==> src/mrs_consts.svh <==
// Purpose: constants of the rtu slave framer
// Assumes: 50 MHz hclk, byte-wide fields in 32-bit words
// Notes: included by the framer and its crc unit
//
// Function
// - bit rate selectable 300 to 38400 bps, same at both ends
// - characters are eleven bits: one start bit, eight raw data bits, parity or second stop, stop
// - framing: no parity two stops, odd one stop, even one stop
// - station 0 to 247, up to 32 slaves per line
// - frames bounded by at least 3.5 character times of silence
// - frame is address, function, data bytes, crc low then high
// - normal answer echoes address and function unchanged
// - error answer sets function bit 7 and carries an error code
// - bad function, register address or data gets an error answer
// - receive, framing or crc errors get no answer at all
// - address 0 is broadcast: execute, never answer
// - broadcast executes whatever the station number is
// - monitor, command, volatile frequency requests answered within 12 ms
// - parameter access 30 ms, clear 5 s, reset command unanswered
// - holding registers span numbers 40001 to 49999
// - only binary rtu framing, ascii framing is dropped
// - accept functions 03, 06, 08, 10, 46 hex, others get error
// - only 06 and 10 hex run as broadcast
`ifndef MRS_CONSTS_SVH
`define MRS_CONSTS_SVH

`define MRS_CLK_HZ 50000000
`define MRS_US_PER_S 1000000
`define MRS_T_FAST_US 12000
`define MRS_T_SLOW_US 30000
`define MRS_T_CLR_US 5000000

`define MRS_OFS_CTRL 8'h00
`define MRS_OFS_STAT 8'h04
`define MRS_OFS_CMD 8'h08
`define MRS_OFS_ERRC 8'h0c
`define MRS_WIN_RXB 2'h1
`define MRS_WIN_TXB 2'h2
`define MRS_CTRL_RST 16'h1500

`define MRS_BPS0 32'h0000012c
`define MRS_BPS1 32'h00000258
`define MRS_BPS2 32'h000004b0
`define MRS_BPS3 32'h00000960
`define MRS_BPS4 32'h000012c0
`define MRS_BPS5 32'h00002580
`define MRS_BPS6 32'h00004b00
`define MRS_BPS7 32'h00009600

`define MRS_CHAR_BITS 4'hb
`define MRS_SIL_HALFBITS 7'h4d
`define MRS_MIN_LEN 8'h04
`define MRS_STATION_MAX 8'hf7
`define MRS_ADDR_BCAST 8'h00

`define MRS_FC_RD 8'h03
`define MRS_FC_WR1 8'h06
`define MRS_FC_DIAG 8'h08
`define MRS_FC_WRN 8'h10
`define MRS_FC_LOG 8'h46
`define MRS_EXC_BIT 8'h80
`define MRS_EXC_FUNC 8'h01
`define MRS_EXC_ADDR 8'h02
`define MRS_REG_MAX 16'h270e

`define MRS_CRC_POLY 16'ha001
`define MRS_CRC_INIT 16'hffff

`endif

==> src/mrs_pkg.sv <==
// Purpose: types of the rtu slave framer
// Assumes: nothing beyond the constants header
// Notes: register words are cast onto these structs
package mrs_pkg;

  typedef enum logic [1:0] {
    PS_NONE_2STOP,
    PS_ODD_1STOP,
    PS_EVEN_1STOP,
    PS_RSVD
  } mrs_par_e;

  typedef struct packed {
    logic protocol_select_setting;
    logic [1:0] answer_class;
    mrs_par_e parity_stop_setting;
    logic [2:0] bit_rate_setting;
    logic [7:0] station_number_setting;
  } mrs_ctrl_s;

  typedef struct packed {
    logic [7:0] exc_code;
    logic [7:0] resp_len;
    logic [4:0] pad;
    logic drop;
    logic exc;
    logic send;
  } mrs_cmd_s;

  typedef struct packed {
    logic [7:0] rx_len;
    logic [3:0] pad;
    logic late;
    logic bcast;
    logic tx_busy;
    logic pending;
  } mrs_stat_s;

  typedef enum logic {RX_IDLE, RX_BITS} mrs_rx_e;
  typedef enum logic {TX_IDLE, TX_BITS} mrs_tx_e;

endpackage : mrs_pkg

==> src/mrs_crc16.sv <==
// Purpose: byte-serial frame check accumulator
// Assumes: one byte per enabled clock
// Notes: init and en together seed and then take the byte
`timescale 1ns/1ps
`include "mrs_consts.svh"
module mrs_crc16 (
  input wire logic hclk,
  input wire logic hresetn,
  input wire logic init,
  input wire logic en,
  input wire logic [7:0] data,
  output logic [15:0] crc
);
  import mrs_pkg::*;

  logic [15:0] crc_r;
  logic [15:0] crc_nxt;

  always_comb begin
    crc_nxt = init ? `MRS_CRC_INIT : crc_r;
    if (en) begin
      crc_nxt = crc_nxt ^ {8'h00, data};
      for (int i = 0; i < 8; i++) begin
        crc_nxt = crc_nxt[0] ? ((crc_nxt >> 1) ^ `MRS_CRC_POLY) : (crc_nxt >> 1);
      end
    end
  end

  always_ff @(posedge hclk or negedge hresetn) begin
    if (!hresetn) begin
      crc_r <= `MRS_CRC_INIT;
    end else begin
      crc_r <= crc_nxt;
    end
  end

  assign crc = crc_r;

endmodule : mrs_crc16

==> src/mrs_framer.sv <==
// Purpose: rtu slave framing on a half-duplex line, registers on ahb-lite
// Assumes: line_in synchronous to hclk, idle high
// Notes: software executes delivered requests and writes answer data
//
// Decided for this implementation: the AHB-Lite slave port and the register addresses.
`timescale 1ns/1ps
`include "mrs_consts.svh"
module mrs_framer #(
  parameter int CLK_HZ = `MRS_CLK_HZ,
  parameter int RXB_DEPTH = 16,
  parameter int TXB_DEPTH = 16,
  parameter int FAST_CYC = CLK_HZ / `MRS_US_PER_S * `MRS_T_FAST_US,
  parameter int SLOW_CYC = CLK_HZ / `MRS_US_PER_S * `MRS_T_SLOW_US,
  parameter int CLR_CYC = CLK_HZ / `MRS_US_PER_S * `MRS_T_CLR_US
) (
  input wire logic hclk,
  input wire logic hresetn,
  input wire logic hsel,
  input wire logic [31:0] haddr,
  input wire logic [1:0] htrans,
  input wire logic hwrite,
  input wire logic [2:0] hsize,
  input wire logic hready,
  input wire logic [31:0] hwdata,
  output logic [31:0] hrdata,
  output logic hreadyout,
  output logic hresp,
  input wire logic line_in,
  output logic line_out,
  output logic line_oe
);
  import mrs_pkg::*;

  localparam int CW = 20;
  localparam int SW = CW + 7;

  if (RXB_DEPTH < 8 || RXB_DEPTH > 16 || TXB_DEPTH < 2 || TXB_DEPTH > 16 ||
      CLK_HZ / 300 >= (1 << CW) || CLK_HZ / 38400 < 4) begin : g_chk
    $error("mrs_framer: unsupported parameter values");
  end

  function automatic logic [CW-1:0] f_div(input logic [2:0] s);
    int b;
    case (s)
      3'h0: b = `MRS_BPS0;
      3'h1: b = `MRS_BPS1;
      3'h2: b = `MRS_BPS2;
      3'h3: b = `MRS_BPS3;
      3'h4: b = `MRS_BPS4;
      3'h5: b = `MRS_BPS5;
      3'h6: b = `MRS_BPS6;
      default: b = `MRS_BPS7;
    endcase
    f_div = CW'(CLK_HZ / b);
  endfunction : f_div

  ////////////////////////////////////////////////////////////////////////////
  // ahb-lite slave: zero wait, registered read data
  logic ap_wr_r, ap_wr_nxt;
  logic [7:0] ap_addr_r, ap_addr_nxt;
  logic [31:0] hrdata_r, hrdata_nxt;
  mrs_ctrl_s ctrl_r, ctrl_nxt;
  logic [7:0] txb_r [TXB_DEPTH];
  logic [7:0] txb_nxt [TXB_DEPTH];
  logic take;
  logic wr_cmd;
  mrs_cmd_s cmd;
  mrs_stat_s stat;
  logic [15:0] errc_r, errc_nxt;
  logic [7:0] rxb_r [RXB_DEPTH];
  logic [7:0] rx_len_r;
  logic pend_r, bc_r, late_r;
  mrs_tx_e tx_st_r;

  assign take = hsel && htrans[1] && hready;
  assign wr_cmd = ap_wr_r && (ap_addr_r == `MRS_OFS_CMD);
  assign cmd = mrs_cmd_s'(hwdata[23:0]);
  assign stat = '{rx_len: rx_len_r, pad: 4'h0, late: late_r, bcast: bc_r,
                  tx_busy: (tx_st_r == TX_BITS), pending: pend_r};

  always_comb begin
    ap_wr_nxt = take && hwrite;
    ap_addr_nxt = take ? haddr[7:0] : ap_addr_r;
    hrdata_nxt = hrdata_r;
    ctrl_nxt = ctrl_r;
    txb_nxt = txb_r;
    if (take && !hwrite) begin
      hrdata_nxt = 32'h0000_0000;
      case (haddr[7:0])
        `MRS_OFS_CTRL: hrdata_nxt = {16'h0000, ctrl_r};
        `MRS_OFS_STAT: hrdata_nxt = {16'h0000, stat};
        `MRS_OFS_ERRC: hrdata_nxt = {16'h0000, errc_r};
        default: begin
          if (haddr[7:6] == `MRS_WIN_RXB && 32'(haddr[5:2]) < RXB_DEPTH) begin
            hrdata_nxt = {24'h000000, rxb_r[haddr[5:2]]};
          end else if (haddr[7:6] == `MRS_WIN_TXB && 32'(haddr[5:2]) < TXB_DEPTH) begin
            hrdata_nxt = {24'h000000, txb_r[haddr[5:2]]};
          end
        end
      endcase
    end
    if (ap_wr_r && ap_addr_r == `MRS_OFS_CTRL) begin
      ctrl_nxt = mrs_ctrl_s'(hwdata[15:0]);
    end
    // answer bytes are not locked during a send; software waits for tx_busy low
    if (ap_wr_r && ap_addr_r[7:6] == `MRS_WIN_TXB && 32'(ap_addr_r[5:2]) < TXB_DEPTH) begin
      txb_nxt[ap_addr_r[5:2]] = hwdata[7:0];
    end
  end

  always_ff @(posedge hclk or negedge hresetn) begin
    if (!hresetn) begin
      ap_wr_r <= 1'b0;
      ap_addr_r <= 8'h00;
      hrdata_r <= 32'h0000_0000;
      ctrl_r <= mrs_ctrl_s'(`MRS_CTRL_RST);
      for (int i = 0; i < TXB_DEPTH; i++) txb_r[i] <= 8'h00;
    end else begin
      ap_wr_r <= ap_wr_nxt;
      ap_addr_r <= ap_addr_nxt;
      hrdata_r <= hrdata_nxt;
      ctrl_r <= ctrl_nxt;
      txb_r <= txb_nxt;
    end
  end

  assign hrdata = hrdata_r;
  assign hreadyout = 1'b1;
  assign hresp = 1'b0;

  ////////////////////////////////////////////////////////////////////////////
  // line receive, frame judge and answer send
  logic [CW-1:0] div;
  logic [SW-1:0] gap_lim;
  logic par_en, par_odd;
  logic [7:0] station;
  assign div = f_div(ctrl_r.bit_rate_setting);
  assign par_en = ctrl_r.parity_stop_setting != PS_NONE_2STOP;
  assign par_odd = ctrl_r.parity_stop_setting == PS_ODD_1STOP;
  // out of range station numbers fall back to broadcast-only
  assign station = (ctrl_r.station_number_setting > `MRS_STATION_MAX) ? `MRS_ADDR_BCAST :
                   ctrl_r.station_number_setting;
  // rounded up: the gap is a least time
  assign gap_lim = SW'((({7'h00, div} * SW'(`MRS_SIL_HALFBITS)) + SW'(1)) >> 1);

  mrs_rx_e rx_st_r, rx_st_nxt;
  logic [CW-1:0] rx_cnt_r, rx_cnt_nxt;
  logic [3:0] rx_pos_r, rx_pos_nxt;
  logic [7:0] rx_sh_r, rx_sh_nxt;
  logic rx_par_r, rx_par_nxt, rx_prev_r;
  logic [SW-1:0] gap_cnt_r, gap_cnt_nxt;
  logic arm_r, arm_nxt, fr_on_r, fr_on_nxt, fr_bad_r, fr_bad_nxt;
  logic [7:0] rxb_nxt [RXB_DEPTH];
  logic [7:0] rx_len_nxt;
  logic pend_nxt, bc_nxt, late_nxt;
  logic [31:0] rcnt_r, rcnt_nxt, rlim;
  mrs_tx_e tx_st_nxt;
  logic [CW-1:0] tx_cnt_r, tx_cnt_nxt;
  logic [3:0] tx_bit_r, tx_bit_nxt;
  logic [10:0] tx_sh_r, tx_sh_nxt;
  logic [7:0] tx_idx_r, tx_idx_nxt, tx_n_r, tx_n_nxt, nd, tx_byte;
  logic exc_r, exc_nxt;
  logic [7:0] exc_code_r, exc_code_nxt;
  logic oe_r;
  logic gap_done, rx_byte, rx_err, go, crx_init, ctx_init, ctx_en;
  logic [7:0] fc;
  logic [15:0] crc_rx, crc_tx;

  assign gap_done = gap_cnt_r >= gap_lim;
  assign fc = rxb_r[1];
  assign nd = exc_r ? 8'h01 : tx_n_r;

  always_comb begin
    case (ctrl_r.answer_class)
      2'h0: rlim = 32'(FAST_CYC);
      2'h1: rlim = 32'(SLOW_CYC);
      default: rlim = 32'(CLR_CYC);
    endcase
  end

  // byte on the wire for the send index: echo, data, then crc low/high
  always_comb begin
    tx_byte = rxb_r[0];
    if (tx_idx_r == 8'h01) tx_byte = exc_r ? (fc | `MRS_EXC_BIT) : fc;
    else if (tx_idx_r == nd + 8'h02) tx_byte = crc_tx[7:0];
    else if (tx_idx_r == nd + 8'h03) tx_byte = crc_tx[15:8];
    else if (tx_idx_r >= 8'h02) tx_byte = exc_r ? exc_code_r : txb_r[4'(tx_idx_r - 8'h02)];
  end

  always_comb begin
    rx_st_nxt = rx_st_r;
    rx_cnt_nxt = rx_cnt_r;
    rx_pos_nxt = rx_pos_r;
    rx_sh_nxt = rx_sh_r;
    rx_par_nxt = rx_par_r;
    rx_byte = 1'b0;
    rx_err = 1'b0;
    gap_cnt_nxt = gap_cnt_r;
    arm_nxt = arm_r;
    fr_on_nxt = fr_on_r;
    fr_bad_nxt = fr_bad_r;
    rxb_nxt = rxb_r;
    rx_len_nxt = rx_len_r;
    pend_nxt = pend_r;
    bc_nxt = bc_r;
    late_nxt = late_r;
    rcnt_nxt = rcnt_r;
    errc_nxt = errc_r;
    exc_nxt = exc_r;
    exc_code_nxt = exc_code_r;
    tx_n_nxt = tx_n_r;
    go = 1'b0;
    crx_init = 1'b0;
    // character receiver: mid-bit sampling, one start, eight data bits, parity if enabled, then stop
    case (rx_st_r)
      RX_IDLE: begin
        if (rx_prev_r && !line_in && tx_st_r == TX_IDLE) begin
          rx_st_nxt = RX_BITS;
          rx_cnt_nxt = div >> 1;
          rx_pos_nxt = 4'h0;
          rx_par_nxt = par_odd;
        end
      end
      RX_BITS: begin
        if (rx_cnt_r != '0) begin
          rx_cnt_nxt = rx_cnt_r - CW'(1);
        end else begin
          rx_cnt_nxt = div - CW'(1);
          rx_pos_nxt = rx_pos_r + 4'h1;
          if (rx_pos_r == 4'h0) begin
            if (line_in) rx_st_nxt = RX_IDLE;
          end else if (rx_pos_r <= 4'h8) begin
            rx_sh_nxt = {line_in, rx_sh_r[7:1]};
            rx_par_nxt = rx_par_r ^ line_in;
          end else if (rx_pos_r == 4'h9 && par_en) begin
            rx_par_nxt = rx_par_r ^ line_in;
          end else begin
            rx_st_nxt = RX_IDLE;
            rx_byte = 1'b1;
            rx_err = !line_in || (par_en && rx_par_r);
          end
        end
      end
      default: rx_st_nxt = RX_IDLE;
    endcase
    // silence timer restarts on any line activity, including our own send
    if (!line_in || rx_st_r != RX_IDLE || tx_st_r != TX_IDLE) gap_cnt_nxt = '0;
    else if (!gap_done) gap_cnt_nxt = gap_cnt_r + SW'(1);
    if (gap_done) arm_nxt = 1'b1;
    if (rx_byte) begin
      if (!fr_on_r) begin
        crx_init = 1'b1;
        fr_on_nxt = 1'b1;
        arm_nxt = 1'b0;
        // a frame not preceded by a full gap, or arriving while held, is junk
        fr_bad_nxt = !arm_r || pend_r || !ctrl_r.protocol_select_setting || rx_err;
        rx_len_nxt = 8'h00;
      end else if (rx_err) begin
        fr_bad_nxt = 1'b1;
      end
      if (!pend_r) begin
        if ((fr_on_r ? 32'(rx_len_r) : 0) < RXB_DEPTH) begin
          rxb_nxt[fr_on_r ? 4'(rx_len_r) : 4'h0] = rx_sh_r;
        end else begin
          fr_bad_nxt = 1'b1;
        end
        rx_len_nxt = fr_on_r ? ((rx_len_r == 8'hff) ? rx_len_r : rx_len_r + 8'h01) : 8'h01;
      end
    end
    // frame end: a full gap after the last byte
    if (fr_on_r && gap_done) begin
      fr_on_nxt = 1'b0;
      if (pend_r) begin
        fr_on_nxt = 1'b0;
      end else if (fr_bad_r || rx_len_r < `MRS_MIN_LEN || crc_rx != 16'h0000) begin
        errc_nxt = errc_r + 16'h0001;
      end else if (rxb_r[0] != `MRS_ADDR_BCAST && rxb_r[0] != station) begin
        errc_nxt = errc_r;
      end else if (!(fc == `MRS_FC_RD || fc == `MRS_FC_WR1 || fc == `MRS_FC_DIAG ||
                     fc == `MRS_FC_WRN || fc == `MRS_FC_LOG)) begin
        if (rxb_r[0] != `MRS_ADDR_BCAST) begin
          exc_nxt = 1'b1;
          exc_code_nxt = `MRS_EXC_FUNC;
          go = 1'b1;
        end
      end else if (rxb_r[0] == `MRS_ADDR_BCAST && fc != `MRS_FC_WR1 && fc != `MRS_FC_WRN) begin
        errc_nxt = errc_r;
      end else if ((fc == `MRS_FC_RD || fc == `MRS_FC_WR1 || fc == `MRS_FC_WRN) &&
                   {rxb_r[2], rxb_r[3]} > `MRS_REG_MAX) begin
        if (rxb_r[0] != `MRS_ADDR_BCAST) begin
          exc_nxt = 1'b1;
          exc_code_nxt = `MRS_EXC_ADDR;
          go = 1'b1;
        end
      end else begin
        pend_nxt = 1'b1;
        bc_nxt = rxb_r[0] == `MRS_ADDR_BCAST;
        late_nxt = 1'b0;
        rcnt_nxt = 32'h0000_0000;
      end
    end
    // answer deadline watch while software holds the request
    if (pend_r && !bc_r && ctrl_r.answer_class != 2'h3) begin
      if (rcnt_r < rlim) rcnt_nxt = rcnt_r + 32'h0000_0001;
      else late_nxt = 1'b1;
    end
    if (wr_cmd && pend_r && tx_st_r == TX_IDLE) begin
      if (bc_r || cmd.drop || ctrl_r.answer_class == 2'h3) begin
        pend_nxt = cmd.drop || cmd.send || cmd.exc;
        pend_nxt = 1'b0;
      end else if (cmd.exc) begin
        exc_nxt = 1'b1;
        exc_code_nxt = cmd.exc_code;
        go = 1'b1;
      end else if (cmd.send) begin
        exc_nxt = 1'b0;
        tx_n_nxt = (32'(cmd.resp_len) > TXB_DEPTH) ? 8'(TXB_DEPTH) : cmd.resp_len;
        go = 1'b1;
      end
    end
  end

  always_comb begin
    tx_st_nxt = tx_st_r;
    tx_cnt_nxt = tx_cnt_r;
    tx_bit_nxt = tx_bit_r;
    tx_sh_nxt = tx_sh_r;
    tx_idx_nxt = tx_idx_r;
    ctx_init = 1'b0;
    ctx_en = 1'b0;
    case (tx_st_r)
      TX_IDLE: begin
        tx_sh_nxt = 11'h7ff;
        if (go) begin
          tx_st_nxt = TX_BITS;
          tx_idx_nxt = 8'h00;
          tx_bit_nxt = 4'hf;
          tx_cnt_nxt = '0;
        end
      end
      TX_BITS: begin
        if (tx_cnt_r != '0) begin
          tx_cnt_nxt = tx_cnt_r - CW'(1);
        end else begin
          tx_cnt_nxt = div - CW'(1);
          if (tx_bit_r == 4'hf || tx_bit_r == `MRS_CHAR_BITS - 4'h1) begin
            if (tx_bit_r != 4'hf && tx_idx_r == nd + 8'h03) begin
              tx_st_nxt = TX_IDLE;
              tx_sh_nxt = 11'h7ff;
            end else begin
              if (tx_bit_r != 4'hf) tx_idx_nxt = tx_idx_r + 8'h01;
              tx_bit_nxt = 4'h0;
            end
          end else begin
            tx_sh_nxt = {1'b1, tx_sh_r[10:1]};
            tx_bit_nxt = tx_bit_r + 4'h1;
          end
        end
        // load the next character one cycle after the index moves
        if (tx_bit_r == 4'h0 && tx_cnt_r == div - CW'(1)) begin
          tx_sh_nxt = {1'b1, par_en ? (^tx_byte ^ par_odd) : 1'b1, tx_byte, 1'b0};
          ctx_init = tx_idx_r == 8'h00;
          ctx_en = tx_idx_r < nd + 8'h02;
        end
      end
      default: tx_st_nxt = TX_IDLE;
    endcase
  end

  mrs_crc16 u_crc_rx (
    .hclk(hclk),
    .hresetn(hresetn),
    .init(crx_init),
    .en(rx_byte),
    .data(rx_sh_r),
    .crc(crc_rx)
  );

  mrs_crc16 u_crc_tx (
    .hclk(hclk),
    .hresetn(hresetn),
    .init(ctx_init),
    .en(ctx_en),
    .data(tx_byte),
    .crc(crc_tx)
  );

  always_ff @(posedge hclk or negedge hresetn) begin
    if (!hresetn) begin
      rx_st_r <= RX_IDLE;
      rx_cnt_r <= '0;
      rx_pos_r <= 4'h0;
      rx_sh_r <= 8'h00;
      rx_par_r <= 1'b0;
      rx_prev_r <= 1'b1;
      gap_cnt_r <= '0;
      arm_r <= 1'b0;
      fr_on_r <= 1'b0;
      fr_bad_r <= 1'b0;
      for (int i = 0; i < RXB_DEPTH; i++) rxb_r[i] <= 8'h00;
      rx_len_r <= 8'h00;
      pend_r <= 1'b0;
      bc_r <= 1'b0;
      late_r <= 1'b0;
      rcnt_r <= 32'h0000_0000;
      errc_r <= 16'h0000;
      exc_r <= 1'b0;
      exc_code_r <= 8'h00;
      tx_n_r <= 8'h00;
      tx_st_r <= TX_IDLE;
      tx_cnt_r <= '0;
      tx_bit_r <= 4'h0;
      tx_sh_r <= 11'h7ff;
      tx_idx_r <= 8'h00;
      oe_r <= 1'b0;
    end else begin
      rx_st_r <= rx_st_nxt;
      rx_cnt_r <= rx_cnt_nxt;
      rx_pos_r <= rx_pos_nxt;
      rx_sh_r <= rx_sh_nxt;
      rx_par_r <= rx_par_nxt;
      rx_prev_r <= line_in;
      gap_cnt_r <= gap_cnt_nxt;
      arm_r <= arm_nxt;
      fr_on_r <= fr_on_nxt;
      fr_bad_r <= fr_bad_nxt;
      rxb_r <= rxb_nxt;
      rx_len_r <= rx_len_nxt;
      pend_r <= (tx_st_r == TX_BITS && tx_st_nxt == TX_IDLE) ? 1'b0 : pend_nxt;
      bc_r <= bc_nxt;
      late_r <= late_nxt;
      rcnt_r <= rcnt_nxt;
      errc_r <= errc_nxt;
      exc_r <= exc_nxt;
      exc_code_r <= exc_code_nxt;
      tx_n_r <= tx_n_nxt;
      tx_st_r <= tx_st_nxt;
      tx_cnt_r <= tx_cnt_nxt;
      tx_bit_r <= tx_bit_nxt;
      tx_sh_r <= tx_sh_nxt;
      tx_idx_r <= tx_idx_nxt;
      oe_r <= tx_st_nxt == TX_BITS;
    end
  end

  assign line_out = tx_sh_r[0];
  assign line_oe = oe_r;

endmodule : mrs_framer

==> config.mk <==
export PLATFORM = sky130hd
export DESIGN_NAME = mrs_framer
export DESIGN_NICKNAME = d
export VERILOG_FILES = /design/src/mrs_pkg.sv /design/src/mrs_crc16.sv /design/src/mrs_framer.sv
export VERILOG_INCLUDE_DIRS = /design/src
export SDC_FILE = /design/constraint.sdc
export NUM_CORES = 1
export LEC_CHECK = 0
export BUFFER_PORTS_ARGS = -buffer_cell sky130_fd_sc_hd__buf_2
export CAP_MARGIN = 20
export CORE_MARGIN = 10
export CORE_UTILIZATION = 45
export CTS_CLUSTER_DIAMETER = 80
export CTS_CLUSTER_SIZE = 16
export DETAILED_ROUTE_END_ITERATION = 10
export GPL_TIMING_DRIVEN = 0
export PLACE_DENSITY = 0.57
export SLEW_MARGIN = 20
export SYNTH_ARGS = -nofsm -noshare
export SYNTH_HDL_FRONTEND = slang
export SYNTH_SLANG_ARGS = --single-unit
==> constraint.sdc <==
create_clock -name hclk -period 111.5 [get_ports hclk]
set_clock_uncertainty 0.2 [all_clocks]
set_input_delay 5.575 -clock hclk [delete_from_list [all_inputs] [get_ports hclk]]
set_output_delay 5.575 -clock hclk [all_outputs]
set_load 0.01 [all_outputs]
==> results.txt, run 1 <==
----------------------------------------------------
[Place]
  Post-Place Cells ... between 7,000 and 8,000
  Area of placed instances ... between 50,000 and 60,000 um2
  Detailed placer's ending HPWL ... 149,000 um
  Count of buffers from port buffering ... 52
  GPL Wtd Cong ... 1.03

[Setup path]
  Internal reg-to-reg setup slack ... 32.10 ns
  Worst Reg2Reg Path Length in Cells ... 292
  Maximum single-stage delay on the critical path ... between 1 and 1.5 ns
  Kind of critical path ... flop to flop
  Cell with the most instances on the worst path ... a21oi_1
  Setup crit start ... ctrl_r[9]$_DFFE_PN0P_
  Crit path buf inv count ... 58
  Element type at the critical path start ... flop
  CP max stage cell ... nor4_2
  Critical R2R Launch ... ctrl_r[9]$_DFFE_PN0P_
  Required time of the critical path ... 111.75 ns
  Worst Path Arrival ... roughly 80 ns
  Category of cells accounting for the largest share of critical-path delay ... compound AO/OA/AOI/OAI gates
  Critical path depth ... 292
  Largest fanout of any net on the critical path ... 24
  Type of element capturing the critical path ... flop

[Synthesis]
  Cell types with the largest area share after synthesis ... dfrtp_1, ha_1, mux2_2
  Synth top area share ... 22.9%
  Register bit count reported by yosys ... approximately 510
  Sequential area share after synthesis ... 25.3%
  Warnings, synthesis ... 0
  Post-Syn Area per Cell ... 8.68 um2
  Area of the mapped netlist ... just over 50,000 um2
  Number of cells produced by synthesis ... approximately 5,900
  Number of enable flip-flop cells after synthesis ... 0
  Leading register cell type out of synthesis ... dfrtp_1
  Distinct cell type count of the synthesized netlist ... between 150 and 200
  Synth area leader ... dfrtp_1
  Async set or reset register ratio after synthesis ... 100%

[Clock tree]
  Clock Tree Buf Depth ... 3
  Root buf cell ... clkbuf_16
  Htree depth ... 2
  Clock-pin slew reported for the worst setup and hold paths after clock tree synthesis ... 0.08 ns
  Post-CTS setup buffers ... 0
  Clock latency on the worst-skew pair ... 0.59 ns
  Number of gates given a new drive strength after cts ... 0
  CTS sink count ... a little over 500
  Total CTS buffers ... 38
  Hold-fix buffer count after cts ... 0
  TritonCTS clock tree ... yes

[Timing]
  Setup repair after global routing missed its margin ... no
  Achievable clock frequency ... about 13 MHz
  Number of max-slew violations in the final report ... 0
  Final sum of negative setup slack ... 0 ns
  Final cycle utilization of the critical path ... a little under three quarters
  Worst slew pin tran ... 1.30 ns
  Worst-case headroom to the max-slew limit ... about an eighth
  Hold Vio Cnt, Final ... 0
  Min Tclk post-route ... slightly below 80 ns
  Final setup violation count ... 0

[Drt]
  Total number of vias ... between 40,000 and 50,000
  Number of iterations in the first detailed-routing pass ... 7
  Number of nets with antenna violations after routing ... 0
  Detailed Route WL ... 191,000 um
  Ratio of routed vias to standard cells ... 6.35
  Routed length per instance ... 25.4 um
  DRC violations left ... 0
  Number of violations reported at the end of detailed-routing iteration 0 ... 4,437

[Cells and area]
  Leading cell types in the layout, fill and taps excluded ... nand2_1, nor2_1, dfrtp_1, o21ai_0, a21oi_1
  Util after Layout ... roughly half
  Share of layout cells above drive strength 1 ... 14.2%
  Final cell count without fillers ... approximately 7,500
  Leading cell type in the layout, fill and taps excluded ... nand2_1
  Post-layout nets ... 6,491
  Area delta synth->final ... 7.53%
  Cell area after layout ... 54,800 um2
  Number of filler cells placed in the layout ... 11,100

[Floorplan]
  I/O pin total ... 111
  Standard-cell rows ... roughly 120
  Total core area ... 112,000 um2
  Chip height ... 357 um
  Initial core utilization ... a little under half
  Die area ... about 130,000 um2
  Die Wd ... 357 um

[Min path]
  Worst hold path stage count ... 2
  HP Start ... exc_code_r[4]$_DFF_PN0_
  Path type of the worst min-delay path ... flop to flop

[Status]
  Outcome ... finished clean

[Global routing]
  Leftover overflow at the end of global routing ... 0
  Maximum number of pins on one net before global-route repair ... 94
  GRT Total Usage ... 29.0%
  Number of antenna violations at the first check in global routing ... 3
  Wire length of the first global-routing pass ... 288,000 um
  Number of global-route vias before repair ... between 40,000 and 50,000

[Flow run]
  Max Cap Viol ... 0

----------------------------------------------------
==> layout make-up <==
| type | count | area [um2] | area share, % |
|---|---|---|---|
| repair buffers | 73 | 701 | 1.28 |
| clock inverters | 4 | 46.3 | 0.0844 |
| clock buffers | 57 | 1040 | 1.90 |
| well taps | 1500 | 1880 | 3.42 |
| inverters | 216 | 817 | 1.49 |
| diodes | 2 | 5.00 | 0.00913 |
| flip-flops and latches | 513 | 12900 | 23.5 |
| multi-input cells | 4892 | 36200 | 66.0 |
| plain buffers | 278 | 1290 | 2.35 |
==> Yosys cell counts (65+ instances only) <==
cell type  instances
dfrtp_1          467
nand2_1          578
and3_1            75
nand2b_1          65
a31oi_1           79
clkbuf_1         162
nor2_1           480
mux4_2           120
mux2i_1           76
nand4_1           81
nor2b_1           71
nand3_1          178
xnor2_1          241
o21ai_0          411
mux2_2           332
xor2_1           135
a21oi_1          392
inv_1            194
ha_1             380
a21o_1           111
nor3_1           130
==> state kept, by name (all words and copies together), names as in the netlist, 20 cells and up <==
signal     cells
gap_cnt_r     27
rcnt_r        32
rx_cnt_r      20
rxb_r        120
tx_cnt_r      20
txb_r        128
==> cell families after synthesis <==
kind of cell	share of synthesized area, %
AND/OR/NAND/NOR	19.3
AO/OA/AOI/OAI	20.2
multiplexers	14.3
flip-flops	25.3
buffers and inverters	4.10
adder cells (fa/ha/maj)	10.3
XOR/XNOR	6.55
other	0.0147
==> metal layers <==
metal  wire length (um)  track usage [%]  vias to the layer above
met5                 52                0                        -
met4              11800             15.8                        4
met3              11500             3.32                      486
met2              91200             49.2                     1875
met1              76800             35.8                    23500
li1                   -                -                    22000
==> path summary, 6_finish.rpt <==
kind / end
worst max-delay path: rcnt_r[16]$_DFF_PN0_
worst min-delay path: exc_code_r[4]$_DFF_PN0_
worst max register to register: rcnt_r[16]$_DFF_PN0_
worst min register to register: exc_code_r[4]$_DFF_PN0_
max in group asynchronous: tx_sh_r[8]$_DFFE_PN1P_
min in group asynchronous: rxb_r[67]$_DFFE_PN0P_
==> tightest hold or removal path: stages (launching register included) <==
cell and delay [ns]:
dfrtp_1 0.35, nand2_1 0.05, nand2_1 0.05
==> stage by stage <==
step	hold WS [ns]	worst slack, ns
global placement	0.261	32.97
CTS	0.282	33.55
finish	0.280	32.10
global route	0.301	28.43
floorplan	0.238	56.44
detailed placement	0.267	33.85
Power of run 1 is left out: the tool's default activity adds up to more than one toggle a clock period on the data nets, which glitch-free logic cannot reach.
==> run 2, diff against run 1 <==
clock period = 73.3 ns   (was 111.5 ns; I/O delays follow)
==> run 2 against run 1 <==
Effect of this change:
- die area is the same
- sequential share of layout area shrank 0.056 points
- cell count is essentially flat
- worst hold slack lost 0.00087 ns
- wire length grew 0.11%
- non-clock buffer count grew 2
- via count shrank 0.32%
- cell area grew 0.24%
- flip-flop and latch count is the same
- first-iteration DRC count shrank 0.81%
- critical path type unchanged
==> results.txt, run 2 (synthesis results as in run 1) <==
----------------------------------------------------
[Status]
  Outcome ... finished clean

[Clock tree]
  CTS sink count ... 513
  Root buf cell ... clkbuf_16
  Clock latency on the worst-skew pair ... 0.59 ns
  TritonCTS clock tree ... yes
  Clock Tree Buf Depth ... 3
  Total CTS buffers ... 38
  Clock-pin slew reported for the worst setup and hold paths after clock tree synthesis ... 0.09 ns
  Htree depth ... 2

[Cells and area]
  Area taken by flip-flops and latches ... 12,900 um2
  Leading cell type in the layout, fill and taps excluded ... nand2_1
  Number of flip-flops in the largest register ... 128
  Area delta synth->final ... 7.79%
  Util after Layout ... 48.9%
  Share of layout cells above drive strength 1 ... 14.8%
  Leading cell types in the layout, fill and taps excluded ... nand2_1, nor2_1, dfrtp_1, o21ai_0, a21oi_1
  Cell area after layout ... 55,000 um2
  Largest registers in the final layout ... txb_r x128, rxb_r x120, rcnt_r x32
  Area of the multi-input gates ... 36,200 um2
  Number of filler cells placed in the layout ... roughly 11,000
  Post-layout nets ... 6,493
  Largest register by flop count ... txb_r

[Floorplan]
  Total core area ... 112,000 um2
  Die area ... approximately 130,000 um2
  Chip height ... 357 um
  I/O pin total ... 111
  Die Wd ... 357 um
  Initial core utilization ... 45.3%
  Standard-cell rows ... 123

[Drt]
  Number of violations reported at the end of detailed-routing iteration 0 ... 4,401
  DRC violations left ... 0
  Number of iterations in the first detailed-routing pass ... 6
  Total number of vias ... 47,700
  Detailed Route WL ... 192,000 um
  Routed length per instance ... ~25 um
  Ratio of routed vias to standard cells ... 6.33
  Number of nets with antenna violations after routing ... 0

[Timing]
  Worst-case setup margin in the final layout ... 3.40 ns
  Worst slew pin tran ... 1.26 ns
  Final setup violation count ... 0
  Hold Vio Cnt, Final ... 0
  Number of max-slew violations in the final report ... 0
  Achievable clock frequency ... 14.3 MHz
  Worst-case headroom to the max-slew limit ... approximately 16%
  Min Tclk post-route ... 69.90 ns
  Final cycle utilization of the critical path ... 95.4%
  Worst Hold Slack ... 0.279 ns

[Setup path]
  Kind of critical path ... flop to flop
  Worst Path Arrival ... about 70 ns
  Internal reg-to-reg setup slack ... 3.40 ns
  Maximum single-stage delay on the critical path ... 0.61 ns
  Element type at the critical path start ... flop
  Cell with the most instances on the worst path ... a21oi_1
  Required time of the critical path ... about 74 ns
  Type of element capturing the critical path ... flop
  CP max stage cell ... dfrtp_1
  Largest fanout of any net on the critical path ... 24

[Global routing]
  Wire length of the first global-routing pass ... about 290,000 um
  Number of antenna violations at the first check in global routing ... 2
  Gr busiest metal ... met2
  Maximum number of pins on one net before global-route repair ... 94
  Leftover overflow at the end of global routing ... 0
  Met3 usage in global routing ... 3.29%
  GRT Total Usage ... 29.0%
  Met1 Resource Use GR ... a little over a third
  Number of global-route vias before repair ... 46,300
  M2 GR Usage ... 49.1%

[Place]
  GPL Wtd Cong ... about 1.0
  Detailed placer's ending HPWL ... roughly 150,000 um
  Area of placed instances ... between 50,000 and 60,000 um2
  Setup Slack @ Placement ... -4.35 ns
  Count of buffers from port buffering ... 52

[Flow run]
  Max Cap Viol ... 0

[Min path]
  Path type of the worst min-delay path ... flop to flop

----------------------------------------------------
## run 2: cell count changes in the layout (fill, tap and decap cells not counted), moves of 3 or more
cell	before	now
buf_1	45	32
clkbuf_2	7	20
clkbuf_1	175	165
buf_4	38	43
buf_2	76	79
clkbuf_4	0	3
## run 2: what timing repair did
action                     in CTS  in global routing
pin swaps                       0                  2
gates resized for setup        24                 43
hold endpoints to repair        0                  0
buffers inserted                0                  4
setup endpoints to repair     148                150
hold buffers                    0                  0
## run 2: area by class of cell
cell class / count / area share [%]
Clock buffer: 57 / 1.90
Tap cell: 1500 / 3.41
Timing Repair Buffer: 77 / 1.33
Sequential cell: 513 / 23.5
Multi-Input combinational cell: 4892 / 65.9
Inverter: 216 / 1.50
Clock inverter: 4 / 0.0842
Antenna cell: 1 / 0.00455
Buffer: 276 / 2.40
## run 2: stage by stage
step                      instances  setup TNS (ns)
after global routing           7535          -0.309
after CTS                      7531               0
after detailed placement       7471         -462.45
final                          7536               0
after global placement         7451         -600.37
after floorplan                5899               0
## run 2: layer usage
| layer | up-vias | part of all wire (%) |
|---|---|---|
| met5 | - | 0.0073 |
| met4 | 2 | 6.3 |
| met3 | 470 | 5.9 |
| met2 | 1794 | 48 |
| met1 | 23400 | 40 |
| li1 | 22000 | - |
## run 2: final timing paths
path	start	end	cells past startpoint
worst max-delay path	ctrl_r[9]$_DFFE_PN0P_	tx_cnt_r[15]$_DFFE_PN0P_	295
worst min-delay path	errc_r[15]$_DFFE_PN0P_	errc_r[15]$_DFFE_PN0P_	1
min in group asynchronous	hresetn	rxb_r[67]$_DFFE_PN0P_	1
max in group asynchronous	hresetn	tx_sh_r[8]$_DFFE_PN1P_	4
worst min register to register	errc_r[15]$_DFFE_PN0P_	errc_r[15]$_DFFE_PN0P_	1
worst max register to register	ctrl_r[9]$_DFFE_PN0P_	tx_cnt_r[15]$_DFFE_PN0P_	295
## run 2: worst max-delay path, delay by kind of cell (launching register included)
kind,cells,cell delay (ns)
AOI/OAI and AO/OA,122,25.55
buffers and inverters,57,16.57
and+or+nand+nor,83,15.64
adders and majority gates,26,8.83
muxes,6,2.03
DFF,1,0.61
xor gates and xnor gates,1,0.10
Power of run 2 is left out for the same reason.
